--- src/include/ssq_pkg.sv ---
package ssq_pkg;
  // Register window and offsets (32-bit address, byte addresses)
  localparam logic [31:0] SYS_BASE = 32'hFFFF_F000;
  localparam logic [31:0] SYS_LAST = 32'hFFFF_FFFF;
  localparam logic [11:0] OFF_CTRL = 12'h000;
  localparam logic [11:0] OFF_DROP = 12'h004;
  localparam logic [11:0] OFF_RSTC = 12'h008;
  localparam logic [11:0] OFF_STAT = 12'h00C;
  localparam logic [11:0] OFF_IRQS = 12'h010;
  localparam logic [11:0] OFF_IRQM = 12'h014;
  // Control register fields
  localparam int CTRL_XTAL_EN = 0;
  localparam int CTRL_XTAL_SEL = 1;
  localparam int CTRL_MAIN_EXT = 2;
  localparam int CTRL_IDLE = 3;
  localparam int CTRL_SW_RST = 4;
  // Drop detector fields
  localparam int DROP_EN = 0;
  localparam int DROP_SWITCHED = 1;
  localparam int DROP_RST_MODE = 2;
  localparam int DROP_THR_LSB = 4;
  localparam int DROP_THR_W = 4;
  // Threshold: 1.9 V to 3.4 V in 100 mV steps
  localparam int THR_MIN_MV = 1900;
  localparam int THR_MAX_MV = 3400;
  localparam int THR_STEP_MV = 100;
  localparam logic [3:0] THR_MAX_CODE = 4'((THR_MAX_MV - THR_MIN_MV) / THR_STEP_MV);
  // Interrupt status bits
  localparam int IRQ_DROP = 0;
  localparam int IRQ_RST = 1;
  localparam int IRQ_W = 2;
  // Reset value and timing constants
  localparam logic [7:0] EXT_RST_LEN_RST = 8'h0_4;
  localparam logic [7:0] SAMPLE_PERIOD = 8'h1_F;
  localparam logic [3:0] SAMPLE_ON_CYC = 4'h3;
  localparam logic [3:0] PWR_STEP_CYC = 4'h4;
  // Slow and main clock figures
  localparam int SLOW_CLK_HZ = 32768;
  localparam int MAIN_RC_HZ = 2000000;

  typedef enum logic [2:0] {
    SSQ_OFF = 3'b000, SSQ_SWITCH = 3'b001, SSQ_REG = 3'b010, SSQ_CORE_RST = 3'b011, SSQ_RUN = 3'b100
  } ssq_seq_e;

  typedef enum logic [2:0] {
    SSQ_C_POWERUP = 3'b000, SSQ_C_SOFT = 3'b001, SSQ_C_USER = 3'b010, SSQ_C_WDOG = 3'b011,
    SSQ_C_DROP = 3'b100
  } ssq_cause_e;

  typedef struct packed {
    logic [31:0] addr;
    logic [31:0] wdata;
    logic wr;
    logic rd;
  } ssq_bus_s;

  typedef struct packed {
    logic power_switch;
    logic regulator;
    logic core_reset;
  } ssq_pwr_s;

  // Register hit inside the system window
  function automatic logic ssq_hit(input logic [31:0] a, input logic [11:0] off);
    return (a[31:12] == SYS_BASE[31:12]) && (a[11:0] == off);
  endfunction
endpackage

--- src/ssq_drop_sampler.sv ---
`timescale 1ns/100ps
// Switched sampling of the drop detector with latched, synchronised result
module ssq_drop_sampler (
  // Clock and reset
  input wire logic clk,
  input wire logic rst,
  // Control
  input wire logic enable,
  input wire logic switched,
  // Analog detector
  input wire logic detector_out,
  output logic detector_on,
  // Result
  output logic drop_level
);
  logic [7:0] period_q;
  logic meta_q;
  logic sync_q;
  logic hold_q;

  // Period counter; in switched mode the detector is powered only in the first cycles of it
  always_ff @(posedge clk) begin
    if (rst || !enable) begin
      period_q <= 8'h0_0;
    end else if (period_q == ssq_pkg::SAMPLE_PERIOD) begin
      period_q <= 8'h0_0;
    end else begin
      period_q <= period_q + 8'h0_1;
    end
  end

  always_comb begin
    detector_on = enable && (!switched || period_q < 8'(ssq_pkg::SAMPLE_ON_CYC) + 8'h0_2);
  end

  // Two-stage synchroniser on the detector output
  always_ff @(posedge clk) begin
    if (rst) begin
      meta_q <= 1'b0;
      sync_q <= 1'b0;
    end else begin
      meta_q <= detector_out && detector_on;
      sync_q <= meta_q;
    end
  end

  // Latch: in switched mode only the settled sample at the end of the on window counts
  always_ff @(posedge clk) begin
    if (rst || !enable) begin
      hold_q <= 1'b0;
    end else if (!switched || period_q == 8'(ssq_pkg::SAMPLE_ON_CYC) + 8'h0_1) begin
      hold_q <= sync_q;
    end
  end

  assign drop_level = hold_q;
endmodule

--- src/ssq_top.sv ---
`timescale 1ns/100ps
// Functional notes
// - Registers decode only in the top 4 KB window FFFF_F000 to FFFF_FFFF.
// - The sequencer has its own power-on reset and runs only on the slow clock.
// - Slow clock starts on the RC oscillator; software may enable then select the crystal.
// - The RC oscillator is switched off while the crystal is selected; the crystal runs whenever enabled.
// - Power switches, then regulator, then core resets are released in sequence.
// - Power-on reset always acts and resets the whole sequencer.
// - The drop detector is off after reset until software enables it.
// - The threshold code selects 1.9 V to 3.4 V in 100 mV steps.
// - Software chooses whether a drop wakes the system or resets it.
// - Switched mode powers the detector periodically and latches its output.
// - The cause of the last reset is recorded and readable.
// - Internal and external resets are driven; the pin pulse length is programmable.
// - Main clock starts on the fast RC; software may switch to the external input.
// - Processor clock is gated off in idle until an interrupt arrives.
module ssq_top (
  // Slow clock and power-on reset
  input wire logic CLK,
  input wire logic SYS_RST,
  // Register port
  input wire ssq_pkg::ssq_bus_s BUS,
  output logic [31:0] RDATA,
  // Reset and wake sources
  input wire logic USER_RST,
  input wire logic WDOG_RST,
  input wire logic WAKE_IRQ,
  // Drop detector
  input wire logic DETECTOR_OUT,
  output logic DETECTOR_ON,
  output logic [3:0] DETECTOR_THR,
  // Supply control
  output ssq_pkg::ssq_pwr_s PWR,
  // Clock selection
  output logic RC_OSC_EN,
  output logic XTAL_OSC_EN,
  output logic SLOW_SEL_XTAL,
  output logic MAIN_SEL_EXT,
  output logic PROC_CLK_EN,
  // Reset and wake outputs
  output logic EXT_RST_N_OUT,
  output logic EXT_RST_N_OE_N,
  output logic DROP_WAKE,
  output logic IRQ
);
  ssq_pkg::ssq_seq_e seq_q;
  ssq_pkg::ssq_cause_e cause_q;
  logic [3:0] step_q;
  logic [4:0] ctrl_q;
  logic [7:0] drop_q;
  logic [7:0] rst_len_q;
  logic [7:0] pulse_q;
  logic [ssq_pkg::IRQ_W-1:0] irqs_q;
  logic [ssq_pkg::IRQ_W-1:0] irqm_q;
  logic [31:0] rdata_q;
  logic xtal_sel_q;
  logic idle_q;
  logic drop_level;
  logic drop_prev_q;
  logic drop_rise;
  logic drop_reset;
  logic sw_reset;
  logic any_reset;
  logic [ssq_pkg::IRQ_W-1:0] irq_set;
  logic [ssq_pkg::IRQ_W-1:0] irq_clr;
  logic det_on;
  logic wr_ctrl;
  logic wr_drop;

  assign wr_ctrl = BUS.wr && ssq_pkg::ssq_hit(BUS.addr, ssq_pkg::OFF_CTRL);
  assign wr_drop = BUS.wr && ssq_pkg::ssq_hit(BUS.addr, ssq_pkg::OFF_DROP);

  // Control register; soft reset bit is a self-clearing strobe
  always_ff @(posedge CLK) begin
    if (SYS_RST) begin
      ctrl_q <= 5'h0_0;
    end else if (wr_ctrl) begin
      ctrl_q <= BUS.wdata[4:0];
    end else begin
      ctrl_q[ssq_pkg::CTRL_SW_RST] <= 1'b0;
    end
  end
  assign sw_reset = ctrl_q[ssq_pkg::CTRL_SW_RST];

  // Drop detector configuration; threshold codes above the top level clamp
  always_ff @(posedge CLK) begin
    if (SYS_RST) begin
      drop_q <= 8'h0_0;
    end else if (wr_drop) begin
      drop_q[2:0] <= BUS.wdata[2:0];
      drop_q[3] <= 1'b0;
      drop_q[7:4] <= (BUS.wdata[7:4] > ssq_pkg::THR_MAX_CODE) ? ssq_pkg::THR_MAX_CODE : BUS.wdata[7:4];
    end
  end

  // Reset pulse length register
  always_ff @(posedge CLK) begin
    if (SYS_RST) begin
      rst_len_q <= ssq_pkg::EXT_RST_LEN_RST;
    end else if (BUS.wr && ssq_pkg::ssq_hit(BUS.addr, ssq_pkg::OFF_RSTC)) begin
      rst_len_q <= (BUS.wdata[7:0] == 8'h0_0) ? 8'h0_1 : BUS.wdata[7:0];
    end
  end

  ssq_drop_sampler u_drop (
    .clk(CLK),
    .rst(SYS_RST),
    .enable(drop_q[ssq_pkg::DROP_EN]),
    .switched(drop_q[ssq_pkg::DROP_SWITCHED]),
    .detector_out(DETECTOR_OUT),
    .detector_on(det_on),
    .drop_level(drop_level)
  );

  // Edge of the held drop level, routed by the mode bit
  always_ff @(posedge CLK) begin
    if (SYS_RST) begin
      drop_prev_q <= 1'b0;
    end else begin
      drop_prev_q <= drop_level;
    end
  end
  assign drop_rise = drop_level && !drop_prev_q;
  assign drop_reset = drop_rise && drop_q[ssq_pkg::DROP_RST_MODE];
  assign any_reset = sw_reset || USER_RST || WDOG_RST || drop_reset;

  // Power-up sequence: switches, regulator, core reset hold, run
  always_ff @(posedge CLK) begin
    if (SYS_RST) begin
      seq_q <= ssq_pkg::SSQ_OFF;
      step_q <= 4'h0;
    end else if (any_reset && seq_q == ssq_pkg::SSQ_RUN) begin
      seq_q <= ssq_pkg::SSQ_CORE_RST;
      step_q <= 4'h0;
    end else if (step_q != ssq_pkg::PWR_STEP_CYC) begin
      step_q <= step_q + 4'h1;
    end else begin
      step_q <= 4'h0;
      unique case (seq_q)
        ssq_pkg::SSQ_OFF: seq_q <= ssq_pkg::SSQ_SWITCH;
        ssq_pkg::SSQ_SWITCH: seq_q <= ssq_pkg::SSQ_REG;
        ssq_pkg::SSQ_REG: seq_q <= ssq_pkg::SSQ_CORE_RST;
        ssq_pkg::SSQ_CORE_RST: seq_q <= (pulse_q == 8'h0_0) ? ssq_pkg::SSQ_RUN : ssq_pkg::SSQ_CORE_RST;
        ssq_pkg::SSQ_RUN: seq_q <= ssq_pkg::SSQ_RUN;
        default: seq_q <= ssq_pkg::SSQ_OFF;
      endcase
    end
  end

  // Supply outputs follow the sequencer state; core reset is asserted only once the core domain is powered
  always_ff @(posedge CLK) begin
    if (SYS_RST) begin
      PWR <= '0;
    end else begin
      PWR.power_switch <= seq_q != ssq_pkg::SSQ_OFF;
      PWR.regulator <= seq_q >= ssq_pkg::SSQ_REG;
      PWR.core_reset <= seq_q == ssq_pkg::SSQ_CORE_RST;
    end
  end

  // Cause of last reset; power-up until another cause occurs
  always_ff @(posedge CLK) begin
    if (SYS_RST) begin
      cause_q <= ssq_pkg::SSQ_C_POWERUP;
    end else if (seq_q == ssq_pkg::SSQ_RUN) begin
      if (drop_reset) begin
        cause_q <= ssq_pkg::SSQ_C_DROP;
      end else if (WDOG_RST) begin
        cause_q <= ssq_pkg::SSQ_C_WDOG;
      end else if (USER_RST) begin
        cause_q <= ssq_pkg::SSQ_C_USER;
      end else if (sw_reset) begin
        cause_q <= ssq_pkg::SSQ_C_SOFT;
      end
    end
  end

  // External pin pulse stretcher, reloaded by every reset request taken in the run state
  always_ff @(posedge CLK) begin
    if (SYS_RST) begin
      pulse_q <= ssq_pkg::EXT_RST_LEN_RST;
    end else if (any_reset && seq_q == ssq_pkg::SSQ_RUN) begin
      pulse_q <= rst_len_q;
    end else if (seq_q == ssq_pkg::SSQ_CORE_RST && pulse_q != 8'h0_0) begin
      pulse_q <= pulse_q - 8'h0_1;
    end
  end

  // Pin is open drain: driven low from reset through power-up and while the pulse runs, released otherwise
  always_ff @(posedge CLK) begin
    if (SYS_RST) begin
      EXT_RST_N_OUT <= 1'b0;
      EXT_RST_N_OE_N <= 1'b0;
    end else begin
      EXT_RST_N_OUT <= 1'b0;
      EXT_RST_N_OE_N <= (seq_q == ssq_pkg::SSQ_RUN) || (pulse_q == 8'h0_0 && seq_q == ssq_pkg::SSQ_CORE_RST);
    end
  end

  // Slow clock select; switching waits for the crystal to be enabled
  always_ff @(posedge CLK) begin
    if (SYS_RST) begin
      xtal_sel_q <= 1'b0;
    end else begin
      xtal_sel_q <= ctrl_q[ssq_pkg::CTRL_XTAL_SEL] && ctrl_q[ssq_pkg::CTRL_XTAL_EN];
    end
  end

  always_ff @(posedge CLK) begin
    if (SYS_RST) begin
      RC_OSC_EN <= 1'b1;
      XTAL_OSC_EN <= 1'b0;
      SLOW_SEL_XTAL <= 1'b0;
      MAIN_SEL_EXT <= 1'b0;
    end else begin
      RC_OSC_EN <= !xtal_sel_q;
      XTAL_OSC_EN <= ctrl_q[ssq_pkg::CTRL_XTAL_EN] || xtal_sel_q;
      SLOW_SEL_XTAL <= xtal_sel_q;
      MAIN_SEL_EXT <= ctrl_q[ssq_pkg::CTRL_MAIN_EXT];
    end
  end

  // Idle: processor clock gated until an interrupt wakes it
  always_ff @(posedge CLK) begin
    if (SYS_RST) begin
      idle_q <= 1'b0;
    end else if (WAKE_IRQ || IRQ) begin
      idle_q <= 1'b0;
    end else if (wr_ctrl && BUS.wdata[ssq_pkg::CTRL_IDLE]) begin
      idle_q <= 1'b1;
    end
  end

  always_ff @(posedge CLK) begin
    if (SYS_RST) begin
      PROC_CLK_EN <= 1'b0;
      DETECTOR_ON <= 1'b0;
      DETECTOR_THR <= 4'h0;
      DROP_WAKE <= 1'b0;
    end else begin
      PROC_CLK_EN <= (seq_q == ssq_pkg::SSQ_RUN) && !idle_q && !(wr_ctrl && BUS.wdata[ssq_pkg::CTRL_IDLE]);
      DETECTOR_ON <= det_on;
      DETECTOR_THR <= drop_q[7:4];
      DROP_WAKE <= drop_level && !drop_q[ssq_pkg::DROP_RST_MODE];
    end
  end

  // Sticky interrupt status; set wins over write-one clear
  assign irq_set = {drop_reset || any_reset, drop_rise && !drop_q[ssq_pkg::DROP_RST_MODE]};
  assign irq_clr = (BUS.wr && ssq_pkg::ssq_hit(BUS.addr, ssq_pkg::OFF_IRQS)) ? BUS.wdata[ssq_pkg::IRQ_W-1:0] : '0;
  always_ff @(posedge CLK) begin
    if (SYS_RST) begin
      irqs_q <= '0;
      irqm_q <= '0;
      IRQ <= 1'b0;
    end else begin
      irqs_q <= (irqs_q & ~irq_clr) | irq_set;
      if (BUS.wr && ssq_pkg::ssq_hit(BUS.addr, ssq_pkg::OFF_IRQM)) begin
        irqm_q <= BUS.wdata[ssq_pkg::IRQ_W-1:0];
      end
      IRQ <= |(((irqs_q & ~irq_clr) | irq_set) & irqm_q);
    end
  end

  // Read port: data in the cycle after the strobe, unmapped reads zero
  always_ff @(posedge CLK) begin
    if (SYS_RST) begin
      rdata_q <= 32'h0000_0000;
    end else if (BUS.rd) begin
      rdata_q <= 32'h0000_0000;
      if (ssq_pkg::ssq_hit(BUS.addr, ssq_pkg::OFF_CTRL)) rdata_q <= {27'h0, ctrl_q};
      if (ssq_pkg::ssq_hit(BUS.addr, ssq_pkg::OFF_DROP)) rdata_q <= {24'h0, drop_q};
      if (ssq_pkg::ssq_hit(BUS.addr, ssq_pkg::OFF_RSTC)) rdata_q <= {24'h0, rst_len_q};
      if (ssq_pkg::ssq_hit(BUS.addr, ssq_pkg::OFF_STAT)) begin
        rdata_q <= {22'h0, drop_level, idle_q, seq_q, xtal_sel_q, 1'b0, cause_q};
      end
      if (ssq_pkg::ssq_hit(BUS.addr, ssq_pkg::OFF_IRQS)) rdata_q <= {30'h0, irqs_q};
      if (ssq_pkg::ssq_hit(BUS.addr, ssq_pkg::OFF_IRQM)) rdata_q <= {30'h0, irqm_q};
    end else begin
      rdata_q <= 32'h0000_0000;
    end
  end
  assign RDATA = rdata_q;
endmodule

--- config.mk ---
export PLATFORM = sky130hd
export DESIGN_NAME = ssq_top
export DESIGN_NICKNAME = d
export VERILOG_FILES = /design/src/include/ssq_pkg.sv /design/src/ssq_drop_sampler.sv /design/src/ssq_top.sv
export SDC_FILE = /design/constraint.sdc
export NUM_CORES = 1
export LEC_CHECK = 0
export BUFFER_PORTS_ARGS = -buffer_cell sky130_fd_sc_hd__buf_2
export CORE_ASPECT_RATIO = 1.4
export CORE_MARGIN = 2
export CORE_UTILIZATION = 45
export DETAILED_ROUTE_END_ITERATION = 12
export PLACE_DENSITY = 0.82
export SLEW_MARGIN = 10
export SYNTH_ARGS = -nofsm -noshare
export SYNTH_HDL_FRONTEND = slang
export SYNTH_SLANG_ARGS = --single-unit
--- constraint.sdc ---
create_clock -name CLK -period 5.8 [get_ports CLK]
set_input_delay 0.58 -clock CLK [delete_from_list [all_inputs] [get_ports CLK]]
set_output_delay 0.58 -clock CLK [all_outputs]
set_load 0.02 [all_outputs]
### Word-level counts from Yosys, hierarchy flattened

Cells that the tools add are included.

| operators by class | value |
|---|---|
| bitwise operators | 7 |
| eq/ne operators | 14 |
| magnitude comparators | 3 |
| multiplexer cells | 19 |
| $add $sub $neg | 3 |
| reduce and logical (&&, ||, !) cells | 60 |

Operators with widths:

| kind | count |
|---|---|
| $mux 10 | 3 |
| $eq 12x4->1 const B | 2 |
| $eq 12x5->1 const B | 2 |
| $logic_and 1x1->1 | 24 |
| $mux 8 | 3 |
| $eq 20x20->1 const B | 1 |
| $logic_not 8->1 | 2 |
| $mux 3 | 5 |
| $pmux 3 s5 | 1 |
| $eq 12x3->1 const B | 1 |
| $logic_not 12->1 | 1 |
| $reduce_or 2->1 | 6 |
| $logic_or 1x1->1 | 10 |
| $mux 2 | 5 |
| $add 8x1->8 const B | 1 |
| $eq 8x3->1 const B | 1 |
| $eq 8x5->1 const B | 1 |
| $lt 8x3->1 const B | 1 |
| $reduce_bool 8->1 | 1 |
| $sub 8x1->8 const B | 1 |
| $logic_not 1->1 | 7 |
| $reduce_or 7->1 | 1 |
| $eq 3x2->1 const B | 2 |
| $mux 5 | 1 |
| other kinds (20) | 23 |

| word-level totals | value |
|---|---|
| output and inout port bits | 49 |
| input port bits | 72 |
| bits in registers | 104 |
| logic and storage cells | 141 |

### Longest topological paths before layout

| depth | value |
|---|---|
| depth in word-level cells | 9 |
| depth in mapped cells | 7 |
| depth with buffers taken out | 6 |

### Hierarchy

A second synthesis with hierarchy kept.

| unflattened totals | value |
|---|---|
| cell total of the unflattened synthesis | 425 |
| area, all modules | 3,814.9 µm² |

By module, submodules not included:

| module | sequential area each (µm²) | instances | cells each | area an instance (µm²) |
|---|---|---|---|---|
| ssq_top | 1,421.4 | 1 | 370 | 3,323.2 |
| ssq_drop_sampler | 220.2 | 1 | 55 | 491.7 |

### Worst setup path before layout

Ideal clock, no wire load.

| timing | value |
|---|---|
| path type | input port to flip-flop |
| from | in BUS[42] (netlist name) |
| to | reg idle_q |
| required time | 5.700 ns |
| cell stages on the path | 5 |
| library setup time | 0.100 ns |
| slack | 3.480 ns |
| buffers on the path | 0 |
| arrival time | 2.221 ns |
| cells stage by stage | or4b_4 > nor4_4 > nand4_4 > or2_4 > a2111oi_4 |

| on the way | value |
|---|---|
| cells in the longest elaborated chain, start to end | 4 |

Ends and longest elaborated chain:

| item | RTL line | text |
|---|---|---|
| start, declared | ssq_top.sv:22 | `input wire ssq_pkg::ssq_bus_s BUS,` |
| $logic_not 12->1 | ssq_pkg.sv:65 | `return (a[31:12] == SYS_BASE[31:12]) && (a[11:0] == off);` |
| $logic_and 1x1->1 | ssq_pkg.sv:65 |  |
| $logic_and 1x1->1 | ssq_top.sv:70 | `assign wr_ctrl = BUS.wr && ssq_pkg::ssq_hit(BUS.addr, ssq_pkg::OFF_CTRL);` |
| $logic_and 1x1->1 | ssq_top.sv:229 | `end else if (wr_ctrl && BUS.wdata[ssq_pkg::CTRL_IDLE]) begin` |
| end signal, assigned | ssq_top.sv:226 | `idle_q <= 1'b0;` |
| end signal, assigned | ssq_top.sv:228 | `idle_q <= 1'b0;` |
| end signal, assigned | ssq_top.sv:230 | `idle_q <= 1'b1;` |
| end, declared | ssq_top.sv:57 | `logic idle_q;` |

Every way passes these cells.
A chain may end at the register's enable or synchronous reset.

### Final worst setup path

| timing | value |
|---|---|
| from | reg seq_q[2] |
| to | reg pulse_q[4] |

| on the way | value |
|---|---|
| cells in the longest elaborated chain, start to end | 3 |
| elaborated cells on any way between the ends | 6 |
| those cells by class | eq/ne: 2; mux: 1; reduce/logical: 3 |

Ends and longest elaborated chain:

| item | RTL line | text |
|---|---|---|
| start, declared | ssq_top.sv:46 | `ssq_pkg::ssq_seq_e seq_q;` |
| start signal, assigned | ssq_top.sv:130 | `seq_q <= ssq_pkg::SSQ_OFF;` |
| start signal, assigned | ssq_top.sv:133 | `seq_q <= ssq_pkg::SSQ_CORE_RST;` |
| start signal, assigned | ssq_top.sv:140 | `ssq_pkg::SSQ_OFF: seq_q <= ssq_pkg::SSQ_SWITCH;` |
| $eq 3x3->1 or $eq 3x2->1 (tied branches) | ssq_top.sv:182, ssq_top.sv:184 |  |
| $logic_and 1x1->1 (on tied branches) | ssq_top.sv:182, ssq_top.sv:184 |  |
| $mux 8 or $reduce_bool 2->1 (tied branches) | -- |  |
| end signal, assigned | ssq_top.sv:181 | `pulse_q <= ssq_pkg::EXT_RST_LEN_RST;` |
| end signal, assigned | ssq_top.sv:183 | `pulse_q <= rst_len_q;` |
| end signal, assigned | ssq_top.sv:185 | `pulse_q <= pulse_q - 8'h0_1;` |
| end, declared | ssq_top.sv:52 | `logic [7:0] pulse_q;` |

Several ways; a longest one is shown, not always the timed one.

==> metrics <==
WS Path Type=register to register; fmax=0.380 GHz; reg2reg start=seq_q[2]; share of layout cells above drive strength 1=22.1%; Die Width=80.7 um; cts repair resizes=0; multi-input logic area=0.00184 sq mm; initial antenna violation count=0; TritonCTS Buffers=9; area delta synth->final=17.0%; clock insertion delay at the later pin of the skew report=0.33 ns; Lkg Pwr=1.83 nW; # DRC=0; final setup TNS=0 ns; R2R setup slack=3.17 ns; sw frac=22.2%; Final nets=548; PwrDens=279 mW/mm^2; routed length per instance=14.4 um; syn_area_per_cell=9.14 sq um; cell with the most instances after synthesis=dfxtp_1; internal power=0.941 mW; Final Hold Vio Count=0; total grt overflow=0; largest net degree at the start of global routing=65; row count=39; CP Max Fanout=14; FF/Latch Area=0.00164 sq mm; clock power share=46.2%; RSZ-0062 raised after global routing=no; cell depth of the worst flop-to-flop path=5; first-pass GRT wire length=13300 um; Post-synth EDFFs=0; Clk pin slew, worst setup/hold paths=0.06 ns; dpl hpwl=6090 um; die area=0.00900 sq mm; Vias=3117; vias per inst=5.40; starting density of the core=45.8%; critical path required time=6.00 ns; synth warn=0; endpoint of the worst-slack reg-to-reg timing path=pulse_q[4]; Rel. slew slack=25.9%; First-pass DRT Iterations=5; switching pwr=0.269 mW; max-cap violation count=0; Worst Max-Slew Pin Slew=1.11 ns; Mapped Area=0.00371 sq mm; Worst setup EP type=register; GRT Total Usage=19.1%; Root Driver=clkbuf_16; DP Cell Count=561; CTS tree=done; Antenna Violating Nets Remaining=0; status=finished clean; Placer Congestion=0.866; Non-Filler Instances=577; crit start category=register; Iter 0 DRT Violations=192; CTS max path bufs=2; post-synthesis register bit count=82; post-CTS setup buffer count=0; post-layout min period=2.63 ns; fillers=739; register share of total power=47.4%; Distinct cells, synth=51; antenna cells=0; Primary FF master, synth=dfxtp_1; Critical Path AT=2.83 ns; Worst Hold Class=register to register; Synth Instances=406; Final Cycle Share=45.4%; I/O Buffers=73; asr flop ratio synth=0%; fin. max-slew vios=0; Vert. Die Dim=111 um; VDD IR-drop max=0.000163 V; vias in the first global route=2866; post-synth top area share=44.2%; crit path to=pulse_q[4]; Seq/Total Area, Yosys=44.2%; Core Box Area=0.00810 sq mm; post-cts hold buffer count=0; hold depth=1; Top Ports=121; area leader, netlist=dfxtp_1; CP startpoint=seq_q[2]; Synth area leaders=dfxtp_1, mux2i_1, nor2_1, buf_4, nand2b_1; most frequent cells after synthesis=dfxtp_1, nor2_1, buf_4; Comb power frac=6.3%; # clock sinks=82; Detailed Route WL=8310 um; final design utilization=53.6%; clk_skew=0.00561 ns; final setup violation count=0; H-tree depth=3
-- metal layers --
| metal | GRT usage, % | share of wire, % | vias up |
|---|---|---|---|
| met5 | 0 | 0 | - |
| met4 | 8.59 | 3.3 | 0 |
| met3 | 5.51 | 6.8 | 27 |
| met2 | 34.8 | 53 | 149 |
| met1 | 19.7 | 37 | 1450 |
| li1 | - | - | 1491 |
-- worst max-delay path, stage by stage, from the launching register on --
cell	delay, ns
dfxtp_1	0.50
or3b_2	0.54
a21oi_1	0.87
nor2_1	0.26
o21ai_0	0.23
a21oi_1	0.09
-- sequential cells by signal, summed over array words and instances, names as in the netlist, 2 cells and up --
signal	flops
RDATA	10
pulse_q	8
rst_len_q	8
u_drop.period_q	8
drop_q	7
ctrl_q	5
DETECTOR_THR	4
step_q	4
PWR	3
cause_q	3
seq_q	3
irqm_q	2
irqs_q	2
-- per-stage QoR --
step                      total power [mW]  hold slack, ns  instance area, sq um  setup WS (ns)
final                                 1.21           0.430                  4340           3.17
after detailed placement             0.662           0.421                  4040           3.07
after floorplan                      0.645           0.400                  3790           3.48
after global placement               0.660           0.415                  4040           3.14
after global routing                  1.25           0.432                  4340           2.99
after CTS                             1.22           0.430                  4340           3.21
-- how the worst min path moves through the flow --
stage / slack (ns) / start / end
finish: 0.43 / idle_q / PROC_CLK_EN
global route: 0.43 / DETECTOR_OUT / u_drop.meta_q
CTS: 0.43 / idle_q / PROC_CLK_EN
detailed placement: 0.42 / idle_q / PROC_CLK_EN
global placement: 0.42 / idle_q / PROC_CLK_EN
floorplan: 0.40 / idle_q / PROC_CLK_EN
-- power by group through the flow --
stage / Sequential, mW / Combinational (mW) / Clock (mW)
floorplan: 0.585 / 0.0605 / 0
global placement: 0.586 / 0.0741 / 0
detailed placement: 0.586 / 0.0755 / 0
CTS: 0.574 / 0.0763 / 0.569
global route: 0.574 / 0.0841 / 0.592
finish: 0.574 / 0.0766 / 0.560
-- cells by family (layout without fill, tap and decap cells) --
logic type / Yosys count / after routing / synth area share (%)
AOI/OAI and AO/OA: 58 / 58 / 10.4
xor gates and xnor gates: 8 / 8 / 1.89
adders and majority gates: 6 / 6 / 2.02
buffers and inverters: 60 / 107 / 8.43
DFF: 82 / 82 / 44.2
muxes: 25 / 25 / 7.89
other: 1 / 23 / 0.101
and+or+nand+nor: 166 / 166 / 25.0
-- cell usage in the layout (no fill, tap or decap), types with 11 or more instances in the layout --
| cell type | instances |
|---|---|
| nand2_1 | 19 |
| conb_1 | 23 |
| a21oi_1 | 15 |
| nor2_1 | 47 |
| buf_2 | 73 |
| nor2b_1 | 14 |
| dfxtp_1 | 82 |
| nand3_1 | 11 |
| nor3_1 | 14 |
| inv_1 | 17 |
| mux2i_1 | 18 |
| o21ai_0 | 14 |
| nand2b_1 | 18 |
-- cell type report --
class | instances | share of cell area (%)
Sequential cell | 82 | 37.8
Tap cell | 102 | 2.94
Timing Repair Buffer | 74 | 8.59
Inverter | 17 | 1.47
Clock inverter | 4 | 1.18
Clock buffer | 12 | 5.68
Multi-Input combinational cell | 286 | 42.3
Power figures use the tool's default switching activity.
